[src/design/sdtm_pkg.sv]
package sdtm_pkg;

    // counter width; the longest hold is 4 + 5 = 9 cycles
    localparam int CNT_W = 4;

    // code-to-cycle offsets: cycles = code + base
    localparam logic [3:0] RTC_BASE = 4'h1;
    localparam logic [3:0] WREC_BASE = 4'h1;
    localparam logic [3:0] REF_GAP_BASE = 4'h2;
    localparam logic [3:0] PRE_BASE = 4'h1;

    // write-recovery code that software must not program
    localparam logic [1:0] WREC_RSVD = 2'h3;
    // reserved code is served as the longest legal setting
    localparam logic [1:0] WREC_MAX = 2'h2;

    // bank mode encoding
    localparam logic MODE_AUTO_PRE = 1'b0;
    localparam logic MODE_BANK_ACT = 1'b1;

    // reset values of the state held here
    localparam logic [3:0] CNT_RST = 4'h0;
    localparam logic FLAG_RST = 1'b0;

    // timing and mode settings, written by software
    typedef struct packed {
        logic sdram_sel;
        logic [1:0] precharge_time;
        logic [1:0] row_to_column_delay;
        logic [1:0] write_recovery_delay;
        logic [1:0] refresh_activate_gap;
        logic bank_mode_select;
    } sdtm_cfg_type;

    // one-cycle command events from the command sequencer
    typedef struct packed {
        logic activate;
        logic rw;
        logic write_end;
        logic refresh;
        logic precharge;
    } sdtm_evt_type;

    typedef enum logic {
        BANK_CLOSED,
        BANK_OPEN
    } sdtm_bank_type;

endpackage

[src/design/sdtm_ctrl.sv]
`timescale 1ns/1ps
// Summary of operation
// - activate to read/write waits row_to_column_delay code plus one cycles
// - after write end, activate held off precharge_time plus write_recovery_delay
// - write_recovery_delay acts only while synchronous DRAM is selected
// - write_recovery_delay codes 0..2 give 1..3 cycles; code 3 reserved
// - after auto-refresh, activate held off precharge_time plus refresh_activate_gap
// - refresh_activate_gap codes 0..3 give 2..5 cycles
// - bank_mode_select chooses bank-active or auto-precharge operation
// - bank_mode_select low means auto-precharge, row closed after each access
// - precharge_time gives 1..4 cycles, one less right after precharge
module sdtm_ctrl (
    input wire logic clk_sys,
    input wire logic rstn,
    input sdtm_pkg::sdtm_cfg_type cfg,
    input sdtm_pkg::sdtm_evt_type evt,
    output logic rw_allowed,
    output logic activate_allowed,
    output logic auto_precharge,
    output logic row_open,
    output logic cfg_reserved_err
);

    logic [3:0] rtc_val;
    logic [3:0] pre_eff;
    logic [1:0] wrec_code;
    logic [3:0] wr_val;
    logic [3:0] ref_val;
    logic [3:0] hold_val;
    logic hold_load;
    logic rtc_load;
    logic rtc_busy;
    logic hold_busy;
    logic [3:0] rtc_count;
    logic [3:0] hold_count;
    logic after_pre_q;
    logic after_pre_d;
    logic auto_pre_q;
    logic auto_pre_d;
    logic rsvd_q;
    logic rsvd_d;
    sdtm_pkg::sdtm_bank_type bank_q;
    sdtm_pkg::sdtm_bank_type bank_d;

    // widen a two-bit code and add its base
    function automatic logic [3:0] code_cycles(input logic [1:0] code, input logic [3:0] base);
        code_cycles = {2'h0, code} + base;
    endfunction

    // delay sums; the read/write counter loads N-1 so the command may go N cycles later
    always_comb
    begin
        rtc_val = code_cycles(cfg.row_to_column_delay, sdtm_pkg::RTC_BASE) - 4'h1;
        // one cycle shorter right after a precharge command
        pre_eff = code_cycles(cfg.precharge_time, sdtm_pkg::PRE_BASE)
            - {3'h0, after_pre_q};
        // reserved code must not be used; it is served as the longest legal one
        wrec_code = (cfg.write_recovery_delay == sdtm_pkg::WREC_RSVD) ?
            sdtm_pkg::WREC_MAX : cfg.write_recovery_delay;
        wr_val = pre_eff + code_cycles(wrec_code, sdtm_pkg::WREC_BASE);
        ref_val = pre_eff + code_cycles(cfg.refresh_activate_gap, sdtm_pkg::REF_GAP_BASE);
        hold_val = 4'h0;
        if (cfg.sdram_sel && evt.write_end)
            hold_val = wr_val;
        if (cfg.sdram_sel && evt.refresh && (ref_val > hold_val))
            hold_val = ref_val;
        hold_load = (hold_val != 4'h0);
        rtc_load = cfg.sdram_sel && evt.activate;
    end

    sdtm_timer #(
        .W(sdtm_pkg::CNT_W)
    ) u_rtc (
        .clk_sys(clk_sys),
        .rstn(rstn),
        .load(rtc_load),
        .load_val(rtc_val),
        .busy(rtc_busy),
        .count(rtc_count)
    );

    sdtm_timer #(
        .W(sdtm_pkg::CNT_W)
    ) u_hold (
        .clk_sys(clk_sys),
        .rstn(rstn),
        .load(hold_load),
        .load_val(hold_val),
        .busy(hold_busy),
        .count(hold_count)
    );

    // permission strobes are combinational so a blocked command never slips
    assign rw_allowed = !rtc_busy && !rtc_load;
    assign activate_allowed = !hold_busy && !hold_load;

    // precharge flag, bank state, mode and reserved-code flags
    always_comb
    begin
        after_pre_d = after_pre_q;
        if (evt.activate)
            after_pre_d = 1'b0;
        if (evt.precharge) // set wins over a coincident activate
            after_pre_d = 1'b1;
        auto_pre_d = (cfg.bank_mode_select == sdtm_pkg::MODE_AUTO_PRE);
        rsvd_d = cfg.sdram_sel && (cfg.write_recovery_delay == sdtm_pkg::WREC_RSVD);
        bank_d = bank_q;
        unique case (bank_q)
            sdtm_pkg::BANK_CLOSED:
            begin
                if (evt.activate)
                    bank_d = sdtm_pkg::BANK_OPEN;
            end
            sdtm_pkg::BANK_OPEN:
            begin
                // auto-precharge closes the row with every access
                if (evt.precharge || evt.refresh)
                    bank_d = sdtm_pkg::BANK_CLOSED;
                else if (evt.rw && (cfg.bank_mode_select == sdtm_pkg::MODE_AUTO_PRE))
                    bank_d = sdtm_pkg::BANK_CLOSED;
                else
                    bank_d = sdtm_pkg::BANK_OPEN;
            end
        endcase
    end

    always_ff @(posedge clk_sys or negedge rstn)
    begin
        if (!rstn)
        begin
            after_pre_q <= sdtm_pkg::FLAG_RST;
            auto_pre_q <= sdtm_pkg::FLAG_RST;
            rsvd_q <= sdtm_pkg::FLAG_RST;
            bank_q <= sdtm_pkg::BANK_CLOSED;
        end
        else
        begin
            after_pre_q <= after_pre_d;
            auto_pre_q <= auto_pre_d;
            rsvd_q <= rsvd_d;
            bank_q <= bank_d;
        end
    end

    assign auto_precharge = auto_pre_q;
    assign row_open = (bank_q == sdtm_pkg::BANK_OPEN);
    assign cfg_reserved_err = rsvd_q;
endmodule // sdtm_ctrl

[src/design/sdtm_timer.sv]
`timescale 1ns/1ps
// hold-off down-counter; a load never shortens a hold already running
module sdtm_timer #(
    parameter int W = 4
) (
    input wire logic clk_sys,
    input wire logic rstn,
    input wire logic load,
    input wire logic [W-1:0] load_val,
    output logic busy,
    output logic [W-1:0] count
);

    logic [W-1:0] count_q;
    logic [W-1:0] count_d;
    logic [W-1:0] dec;

    // the longest hold of nine cycles needs four bits
    if (W < 4)
    begin : g_w_check
        $error("sdtm_timer: W must be at least 4");
    end

    // count down to zero, take the longer of running and new hold
    always_comb
    begin
        dec = (count_q != '0) ? count_q - 1'b1 : count_q;
        count_d = dec;
        if (load && (load_val > dec))
            count_d = load_val;
    end

    always_ff @(posedge clk_sys or negedge rstn)
    begin
        if (!rstn)
            count_q <= '0;
        else
            count_q <= count_d;
    end

    assign busy = (count_q != '0);
    assign count = count_q;

endmodule // sdtm_timer

[config.mk]
export PLATFORM = sky130hd
export DESIGN_NAME = sdtm_ctrl
export DESIGN_NICKNAME = d
export VERILOG_FILES = /design/src/design/sdtm_pkg.sv /design/src/design/sdtm_ctrl.sv /design/src/design/sdtm_timer.sv
export SDC_FILE = /design/constraint.sdc
export NUM_CORES = 1
export LEC_CHECK = 0
export BUFFER_PORTS_ARGS = -buffer_cell sky130_fd_sc_hd__buf_2
export CORE_MARGIN = 5
export CORE_UTILIZATION = 40
export CTS_CLUSTER_SIZE = 40
export DETAILED_ROUTE_END_ITERATION = 8
export PLACE_DENSITY = 0.69
export SYNTH_ARGS = -nofsm -noshare
export SYNTH_HDL_FRONTEND = slang
export SYNTH_HIERARCHICAL = 1
export SYNTH_SLANG_ARGS = --single-unit
export TNS_END_PERCENT = 5
[constraint.sdc]
create_clock -name clk_sys -period 4.6 [get_ports clk_sys]
set_input_delay 0.92 -clock clk_sys [delete_from_list [all_inputs] [get_ports clk_sys]]
set_output_delay 0.92 -clock clk_sys [all_outputs]
set_load 0.05 [all_outputs]
==> results of run 1 <==
per-stage QoR:
step	util [%]	hold WS [ns]	instance area, um^2	std cells	TNS (ns)
finish	51.6	0.520	1590	210	0
global route	51.6	0.529	1590	210	0
CTS	51.2	0.520	1580	210	0
detailed placement	48.7	0.528	1500	206	-0.840
global placement	48.7	0.504	1500	206	-0.402
floorplan	-	0.492	1310	137	0
power by group:
group	switching, mW	internal, mW
registers	0.0254	0.145
logic	0.288	0.258
clock network	0.0300	0.0302
total	0.343	0.433
state kept, by name (all words and copies together) (netlist names):
signal,cells
auto_precharge,1
u_rtc/count,4
after_pre_q,1
u_hold/count,4
row_open,1
cfg_reserved_err,1
repair_timing:
action | in CTS | in global routing
pin swaps | 2 | 2
gates cloned | 0 | 0
buffers inserted | 1 | 0
resized for setup | 6 | 5
setup endpoints to repair | 1 | 5
area by class of cell:
class	count	share of cell area, %
repair buffers	29	11.0
inverters	26	6.15
flip-flops and latches	12	18.9
clock buffers	3	1.42
well taps	44	3.47
multi-input cells	96	59.0
cell families after synthesis:
logic type	synth area share, %
compound gates	11.3
other cells	0.290
fa+ha+maj	23.4
simple gates	14.1
xor+xnor	4.94
buf+inv	9.58
mux	13.1
flops	23.2
placed cells by master (no fill, tap or decap), types with 2 or more instances in the layout:
| cell type | count |
|---|---|
| ha_1 | 16 |
| dfrtp_1 | 12 |
| nand4_1 | 3 |
| mux2_4 | 3 |
| a21oi_1 | 7 |
| ha_2 | 2 |
| nor3_1 | 3 |
| or3b_1 | 2 |
| conb_1 | 4 |
| ha_4 | 3 |
| or3_1 | 2 |
| nand2_1 | 6 |
| o211ai_1 | 2 |
| nor2_1 | 3 |
| a21oi_4 | 2 |
| clkbuf_4 | 3 |
| nor2b_1 | 4 |
| or2_2 | 2 |
| buf_4 | 8 |
| mux2i_1 | 9 |
| nor3b_1 | 2 |
| inv_1 | 25 |
| o21ai_2 | 2 |
| buf_2 | 20 |
| mux2_1 | 2 |
| xnor2_4 | 2 |
metal layers:
layer / track usage, % / wire length, um
met5: 0 / 0
met4: 6.60 / 41
met3: 2.87 / 112
met2: 23.0 / 1310
met1: 15.1 / 1120
worst paths after layout:
kind / endpoint / slack [ns] / start
max in group asynchronous: u_hold/count[3] / 3.86 / rstn
worst min register to register: after_pre_q / 0.54 / after_pre_q
min in group clk_sys: after_pre_q / 0.54 / after_pre_q
worst max register to register: u_hold/count[0] / 0.55 / after_pre_q
worst max-delay path: activate_allowed / 0.12 / cfg[7]
worst min-delay path: u_rtc/count[3] / 0.52 / rstn
==> results by group, run 1 <==
Setup path
  • Crit path max fanout: 2
  • Crit-path max cell delay: 0.56 ns
  • Crit path DAT: 3.56 ns
  • Number of buffers and inverters on the critical path: 4
  • Crit path depth: 14
  • Worst endpoint required time: 3.68 ns
  • Cell Chain, Critical Path: buf_2 > ha_2 > ha_4 > inv_2 > ha_1 > inv_1 > ha_2 > fa_2 > ha_4 > nand4_1 > nand3_2 > a21oi_4 > mux2_4 > buf_8
  • Slowest CP cell: fa_2
  • Worst setup SP type: primary input
  • Worst Path Class, Setup: primary input to output pin
  • Worst Reg2Reg Path Length in Cells: 18
  • CP delay by family, top: adder cells
  • Crit. End Element: output pin

Logic synthesis
  • Synth cell count leaders: 26 x inv_1, 21 x ha_1, 12 x dfrtp_1
  • Synthesis-stage register bit count: 12
  • Synthesized area: 1290 um^2
  • Sequential-to-total area share from yosys stat: 23.2%
  • Yosys warning count: 6
  • Ys async rst share: 100%
  • Top-count cell post-synth: inv_1
  • Post-synth top area cell: dfrtp_1
  • Avg Cell Area, Syn: 9.65 um^2
  • Area share of the largest cell type after synthesis: 23.2%
  • Distinct cells, synth: 37
  • Synth Flop Type: dfrtp_1
  • Largest cells by area after synthesis: dfrtp_1 23%, ha_1 20%, inv_1 7.6%
  • Post-Synthesis Cells: 134
  • Post-synth EDFFs: 0

Clocking
  • TritonCTS Buffers: 3
  • Worst-Skew Late Latency: 0.26 ns
  • CTS tree: yes
  • Hold Buf Count CTS: 0
  • CTS max path bufs: 2
  • H-tree depth: 1
  • Clk pin slew, worst setup/hold paths: 0.07 ns
  • Clock Sinks: 12
  • Root buf cell: clkbuf_4

Floorplanning
  • # IOs: 22
  • Die H: 66.8 um
  • Core box area: 3080 um^2
  • Std-Cell Rows: 20
  • Die Area: 4470 um^2
  • Initial Utilization: 42.0%
  • Die W: 66.8 um

Routing
  • Detailed-route via count: 1,014
  • Routed wire per std cell: 12.3 um
  • Antenna-violating nets left: 0
  • Starting DRT DRC Count: 27
  • Residual DRC: 0
  • 1st-pass router iterations: 4
  • Post-Route WL: 2.59 mm
  • Vias per cell: 4.83

Final layout
  • Layout cells sized above 1: 33.1%
  • Multi-input logic area: 937 um^2
  • Layout Nets: 208
  • Diode count: 0
  • Storage cell area: 300 um^2
  • Fill cells: 296
  • Area grow syn2layout: 22.8%

Global routing
  • Antenna violations before repair: 0
  • Vias in the first global route: 1,086
  • Largest net degree at the start of global routing: 13
  • Total grt overflow: 0
  • First-pass GRT wire length: 4.58 mm
  • Total track usage: 13.2%

Place
  • Final HPWL DP: 2.25 mm
  • Place WS: -0.193 ns
  • PortBufs: 21
  • Gpl congestion: 0.870

Power and ir drop
  • PwrDens: 489 nW/um^2
  • Peak supply drop: 130 uV
  • LEAKAGE: 0.769 nW
  • Total chip power: 776 uW

Outcome
  • Outcome: finished clean

Timing
  • Crit share post-route: 97.4%
  • RSZ-0062 raised after global routing: false
  • Fin. Hold Viols: 0
  • Final Max Slew Viols: 0
  • Fin crit period: 4.48 ns
  • Setup ws final: 0.119 ns
  • Max Freq: 223 MHz
  • Clk_skew: 0.00763 ns
  • Final setup fails: 0

Min path
  • Worst hold path type: primary input to asynchronous set/reset pin

Job
  • Max-cap violations: 0
Power figures use the tool's default switching activity.
==> inputs of run 2 (changes only) <==
--- a/config.mk
+++ b/config.mk
@@ -5,12 +5,12 @@
 export SDC_FILE = /design/constraint.sdc
 export NUM_CORES = 1
 export LEC_CHECK = 0
-export BUFFER_PORTS_ARGS = -buffer_cell sky130_fd_sc_hd__buf_2
 export CORE_MARGIN = 5
 export CORE_UTILIZATION = 40
 export CTS_CLUSTER_SIZE = 40
 export DETAILED_ROUTE_END_ITERATION = 8
-export PLACE_DENSITY = 0.69
+export DONT_BUFFER_PORTS = 1
+export PLACE_DENSITY = 0.63
 export SYNTH_ARGS = -nofsm -noshare
 export SYNTH_HDL_FRONTEND = slang
 export SYNTH_HIERARCHICAL = 1
==> results by group, run 2 (synthesis gave the netlist of run 1 again) <==
Outcome
  • Outcome: finished clean

Power and ir drop
  • Seq pwr share: 22.9%
  • Logic pwr share: 66.1%
  • Int Pwr: 433 uW
  • Total chip power: 766 uW
  • Peak supply drop: 138 uV
  • LEAKAGE: 0.691 nW
  • Switching part of the total power: 43.4%
  • Clock Power Share: 10.9%
  • PwrDens: 522 nW/um^2
  • P_sw: 333 uW

Global routing
  • Total grt overflow: 0
  • Vias in the first global route: 974
  • Antenna violations before repair: 0
  • First-pass GRT wire length: 4.26 mm
  • Total track usage: 12.3%
  • Largest net degree at the start of global routing: 13

Setup path
  • Worst setup SP type: primary input
  • Crit path DAT: 3.59 ns
  • Crit path max fanout: 2
  • Worst Path Class, Setup: primary input to output pin
  • Crit. End Element: output pin
  • Worst endpoint required time: 3.68 ns

Timing
  • Fin. Hold Viols: 0
  • Worst Max-Slew Pin Slew: 0.881 ns
  • RSZ-0062 raised after global routing: false
  • Worst slew margin: 41.0%
  • Setup ws final: 0.0911 ns
  • Max Freq: 222 MHz
  • Hold slack: 0.335 ns
  • Final Max Slew Viols: 0
  • Crit share post-route: 98.0%
  • Clk_skew: 0.00304 ns
  • Final setup fails: 0
  • Fin crit period: 4.51 ns

Place
  • PortBufs: 0
  • Final HPWL DP: 2.11 mm
  • Placed Cells incl. Taps: 185
  • Place WS: -0.0847 ns
  • Gpl congestion: 0.910

Clocking
  • TritonCTS Buffers: 3
  • H-tree depth: 1
  • CTS max path bufs: 2
  • Clock Sinks: 12
  • Clk pin slew, worst setup/hold paths: 0.08 ns
  • Worst-Skew Late Latency: 0.27 ns
  • Root buf cell: clkbuf_4
  • CTS tree: yes

Final layout
  • Most frequent cells in the layout: 26 x inv_1, 19 x ha_1, 12 x dfrtp_1
  • Area grow syn2layout: 13.6%
  • Most common cell after layout, fill and taps aside: inv_1
  • Util after Layout: 47.7%
  • Finished Layout Cells: 190
  • Layout cells sized above 1: 21.2%
  • Layout Nets: 187
  • Diode count: 0
  • Fill cells: 287

Floorplanning
  • Initial Utilization: 42.0%
  • Std-Cell Rows: 20
  • Die H: 66.8 um
  • Core box area: 3080 um^2
  • Die W: 66.8 um
  • Die Area: 4470 um^2
  • # IOs: 22

Routing
  • Residual DRC: 0
  • Routed wire per std cell: 12.9 um
  • Detailed-route via count: 925
  • Starting DRT DRC Count: 22
  • Antenna-violating nets left: 0
  • 1st-pass router iterations: 4
  • Vias per cell: 4.87
  • Post-Route WL: 2.45 mm

Job
  • Max-cap violations: 0

Min path
  • Worst hold path type: primary input to asynchronous set/reset pin
[run 2: per-stage QoR]
stage	instance area, um^2	setup TNS (ns)
finish	1470	0
global route	1470	0
global placement	1390	-0.0298
detailed placement	1390	-0.249
floorplan	1310	0
CTS	1440	0
[run 2: worst paths after layout]
path                                          to  slack, ns   startpoint  cells after the start
min in group clk_sys                 after_pre_q       0.54  after_pre_q                      2
worst max register to register   u_hold/count[0]       0.45  after_pre_q                     19
worst min-delay path              u_rtc/count[0]       0.33         rstn                      0
worst min register to register       after_pre_q       0.54  after_pre_q                      2
max in group asynchronous        u_hold/count[2]       4.19         rstn                      0
worst max-delay path            activate_allowed       0.09       cfg[7]                     13
[run 2: metal layers]
layer / wire length (um) / up-vias / global-route usage, %
met1: 1130 / 424 / 15.2
met5: 0 / - / 0
li1: - / 482 / -
met2: 1210 / 17 / 20.9
met3: 98 / 2 / 3.20
met4: 19 / 0 / 3.81
[run 2: power by group through the flow]
stage | Combinational [mW] | Sequential (mW) | Clock (mW)
2_1_floorplan | 0.427 | 0.172 | 0
3_3_place_gp | 0.478 | 0.178 | 0
3_5_place_dp | 0.497 | 0.179 | 0
4_1_cts | 0.503 | 0.177 | 0.0871
5_1_grt | 0.571 | 0.184 | 0.0931
6_report | 0.507 | 0.176 | 0.0838
[run 2: area by class of cell]
cell class / instances / area [um^2] / share of cell area (%)
flip-flops and latches: 12 / 300 / 20.5
well taps: 44 / 55.1 / 3.75
repair buffers: 8 / 60.1 / 4.09
multi-input cells: 96 / 918 / 62.6
clock buffers: 4 / 36.3 / 2.47
inverters: 26 / 97.6 / 6.65
[run 2: critical path, stage by stage]
cell and delay (ns):
ha_1 0.18, ha_1 0.29, inv_1 0.07, ha_1 0.28, inv_1 0.04, ha_1 0.20
fa_2 0.56, ha_4 0.20, nand4_1 0.06, nand3_1 0.12, a21oi_4 0.15, buf_4 0.13
mux2_4 0.37
[run 2: timing repair]
action | CTS | global route
hold buffers | 0 | 0
resized for setup | 0 | 4
buffers inserted | 1 | 0
setup endpoints to repair | 1 | 2
pin swaps | 0 | 0
==> inputs of run 3 (changes only) <==
--- a/config.mk
+++ b/config.mk
@@ -5,12 +5,14 @@
 export SDC_FILE = /design/constraint.sdc
 export NUM_CORES = 1
 export LEC_CHECK = 0
+export CELL_PAD_IN_SITES_DETAIL_PLACEMENT = 0
+export CELL_PAD_IN_SITES_GLOBAL_PLACEMENT = 1
 export CORE_MARGIN = 5
 export CORE_UTILIZATION = 40
 export CTS_CLUSTER_SIZE = 40
 export DETAILED_ROUTE_END_ITERATION = 8
 export DONT_BUFFER_PORTS = 1
-export PLACE_DENSITY = 0.63
+export PLACE_DENSITY = 0.76
 export SYNTH_ARGS = -nofsm -noshare
 export SYNTH_HDL_FRONTEND = slang
 export SYNTH_HIERARCHICAL = 1
==> results by group, run 3 (synthesis gave the netlist of run 1 again) <==
Setup path
  • Worst endpoint required time: 3.68 ns
  • Worst setup SP type: primary input
  • Crit path DAT: 3.59 ns
  • CP most frequent cell: ha_1
  • Worst Path Class, Setup: primary input to output pin
  • Crit-path max cell delay: 0.58 ns
  • Cell Chain, Critical Path: ha_1 > ha_4 > inv_1 > ha_1 > inv_1 > ha_1 > fa_2 > ha_4 > nand4_1 > nand3_2 > a21oi_4 > buf_6 > mux2_4
  • Crit. End Element: output pin
  • Crit path max fanout: 2
  • Slowest CP cell: fa_2

Clocking
  • CTS tree: yes
  • CTS max path bufs: 2
  • TritonCTS Buffers: 3
  • Hold Buf Count CTS: 0
  • Root buf cell: clkbuf_4
  • Clk pin slew, worst setup/hold paths: 0.07 ns
  • Clock Sinks: 12
  • Worst-Skew Late Latency: 0.26 ns
  • H-tree depth: 1

Power and ir drop
  • PwrDens: 514 nW/um^2
  • Peak supply drop: 215 uV
  • LEAKAGE: 0.699 nW
  • Total chip power: 769 uW

Final layout
  • Storage cell area: 300 um^2
  • Fill cells: 295
  • Util after Layout: 48.6%
  • Layout cells sized above 1: 23.1%
  • Area grow syn2layout: 15.8%
  • Multi-input logic area: 936 um^2
  • Finished Layout Cells: 191
  • Most frequent cells in the layout: 26 x inv_1, 18 x ha_1, 12 x dfrtp_1
  • Most common cell after layout, fill and taps aside: inv_1
  • Layout Nets: 188
  • Diode count: 0

Place
  • PortBufs: 0
  • Placed Cells incl. Taps: 185
  • Gpl congestion: 0.911
  • Final HPWL DP: 2.17 mm

Routing
  • Routed wire per std cell: 12.8 um
  • Post-Route WL: 2.45 mm
  • Detailed-route via count: 923
  • 1st-pass router iterations: 4
  • Residual DRC: 0
  • Starting DRT DRC Count: 5
  • Vias per cell: 4.83
  • Antenna-violating nets left: 0

Global routing
  • Largest net degree at the start of global routing: 13
  • First-pass GRT wire length: 4.41 mm
  • Vias in the first global route: 1,043
  • Antenna violations before repair: 0
  • Total track usage: 12.9%
  • Total grt overflow: 0

Floorplanning
  • Die H: 66.8 um
  • Core box area: 3080 um^2
  • Initial Utilization: 42.0%
  • # IOs: 22
  • Die Area: 4470 um^2
  • Die W: 66.8 um
  • Std-Cell Rows: 20

Timing
  • Final setup fails: 0
  • Fin crit period: 4.51 ns
  • Crit share post-route: 98.0%
  • RSZ-0062 raised after global routing: false
  • Clk_skew: 0.00301 ns
  • Max Freq: 222 MHz
  • Worst Max-Slew Pin Slew: 0.898 ns
  • Hold slack: 0.342 ns
  • Worst slew margin: 39.9%
  • Post-Route Setup TNS: 0 ns
  • Final Max Slew Viols: 0
  • Fin. Hold Viols: 0

Outcome
  • Outcome: finished clean

Job
  • Max-cap violations: 0

Min path
  • Worst hold path type: primary input to asynchronous set/reset pin
[run 3: worst paths after layout]
kind | startpoint | to | slack, ns | depth (start not counted)
worst max-delay path | cfg[7] | activate_allowed | 0.09 | 13
worst min-delay path | rstn | row_open | 0.34 | 0
worst max register to register | after_pre_q | u_hold/count[0] | 0.45 | 21
worst min register to register | after_pre_q | after_pre_q | 0.55 | 2
max in group asynchronous | rstn | u_rtc/count[2] | 4.19 | 0
min in group clk_sys | after_pre_q | after_pre_q | 0.55 | 2
[run 3: cell type report]
class	count	area share [%]
clock buffers	4	2.42
inverters	26	6.52
multi-input cells	96	62.5
flip-flops and latches	12	20.1
repair buffers	9	4.77
well taps	44	3.68
[run 3: critical path: cells and delay by family]
kind            cells  cell delay, ns
simple gates        2            0.18
fa+ha+maj           6            1.75
buf+inv             3            0.22
compound gates      1            0.14
mux                 1            0.38
[run 3: power breakdown]
| part | internal, mW | leakage [nW] | switching (mW) | total [mW] |
|---|---|---|---|---|
| Combinational | 0.245 | 0.533 | 0.267 | 0.512 |
| Sequential | 0.144 | 0.145 | 0.0311 | 0.176 |
| Clock | 0.0480 | 0.0210 | 0.0327 | 0.0807 |
| Total | 0.438 | 0.699 | 0.331 | 0.769 |
[run 3: metrics by stage]
| stage | worst slack, ns | cell area, um^2 |
|---|---|---|
| after floorplan | 0.0260 | 1310 |
| after global placement | -0.000496 | 1390 |
| after detailed placement | -0.0962 | 1390 |
| after CTS | 0.0458 | 1440 |
| after global routing | 0.00405 | 1500 |
| final | 0.0938 | 1500 |
[run 3: what timing repair did]
item                       in CTS  in global routing
setup endpoints to repair       1                  5
gates resized for setup         0                  7
pin swaps                       0                  1
setup buffers                   1                  1
[run 3: layer usage]
layer  routed length (um)  global-route usage [%]  share of wire [%]  up-vias
met2                 1260                    24.0                 51       13
met3                  107                    2.70                4.4        2
met4                   31                    5.33                1.3        0
li1                     -                       -                  -      483
met5                    0                       0                  0        -
met1                 1050                    13.9                 43      425
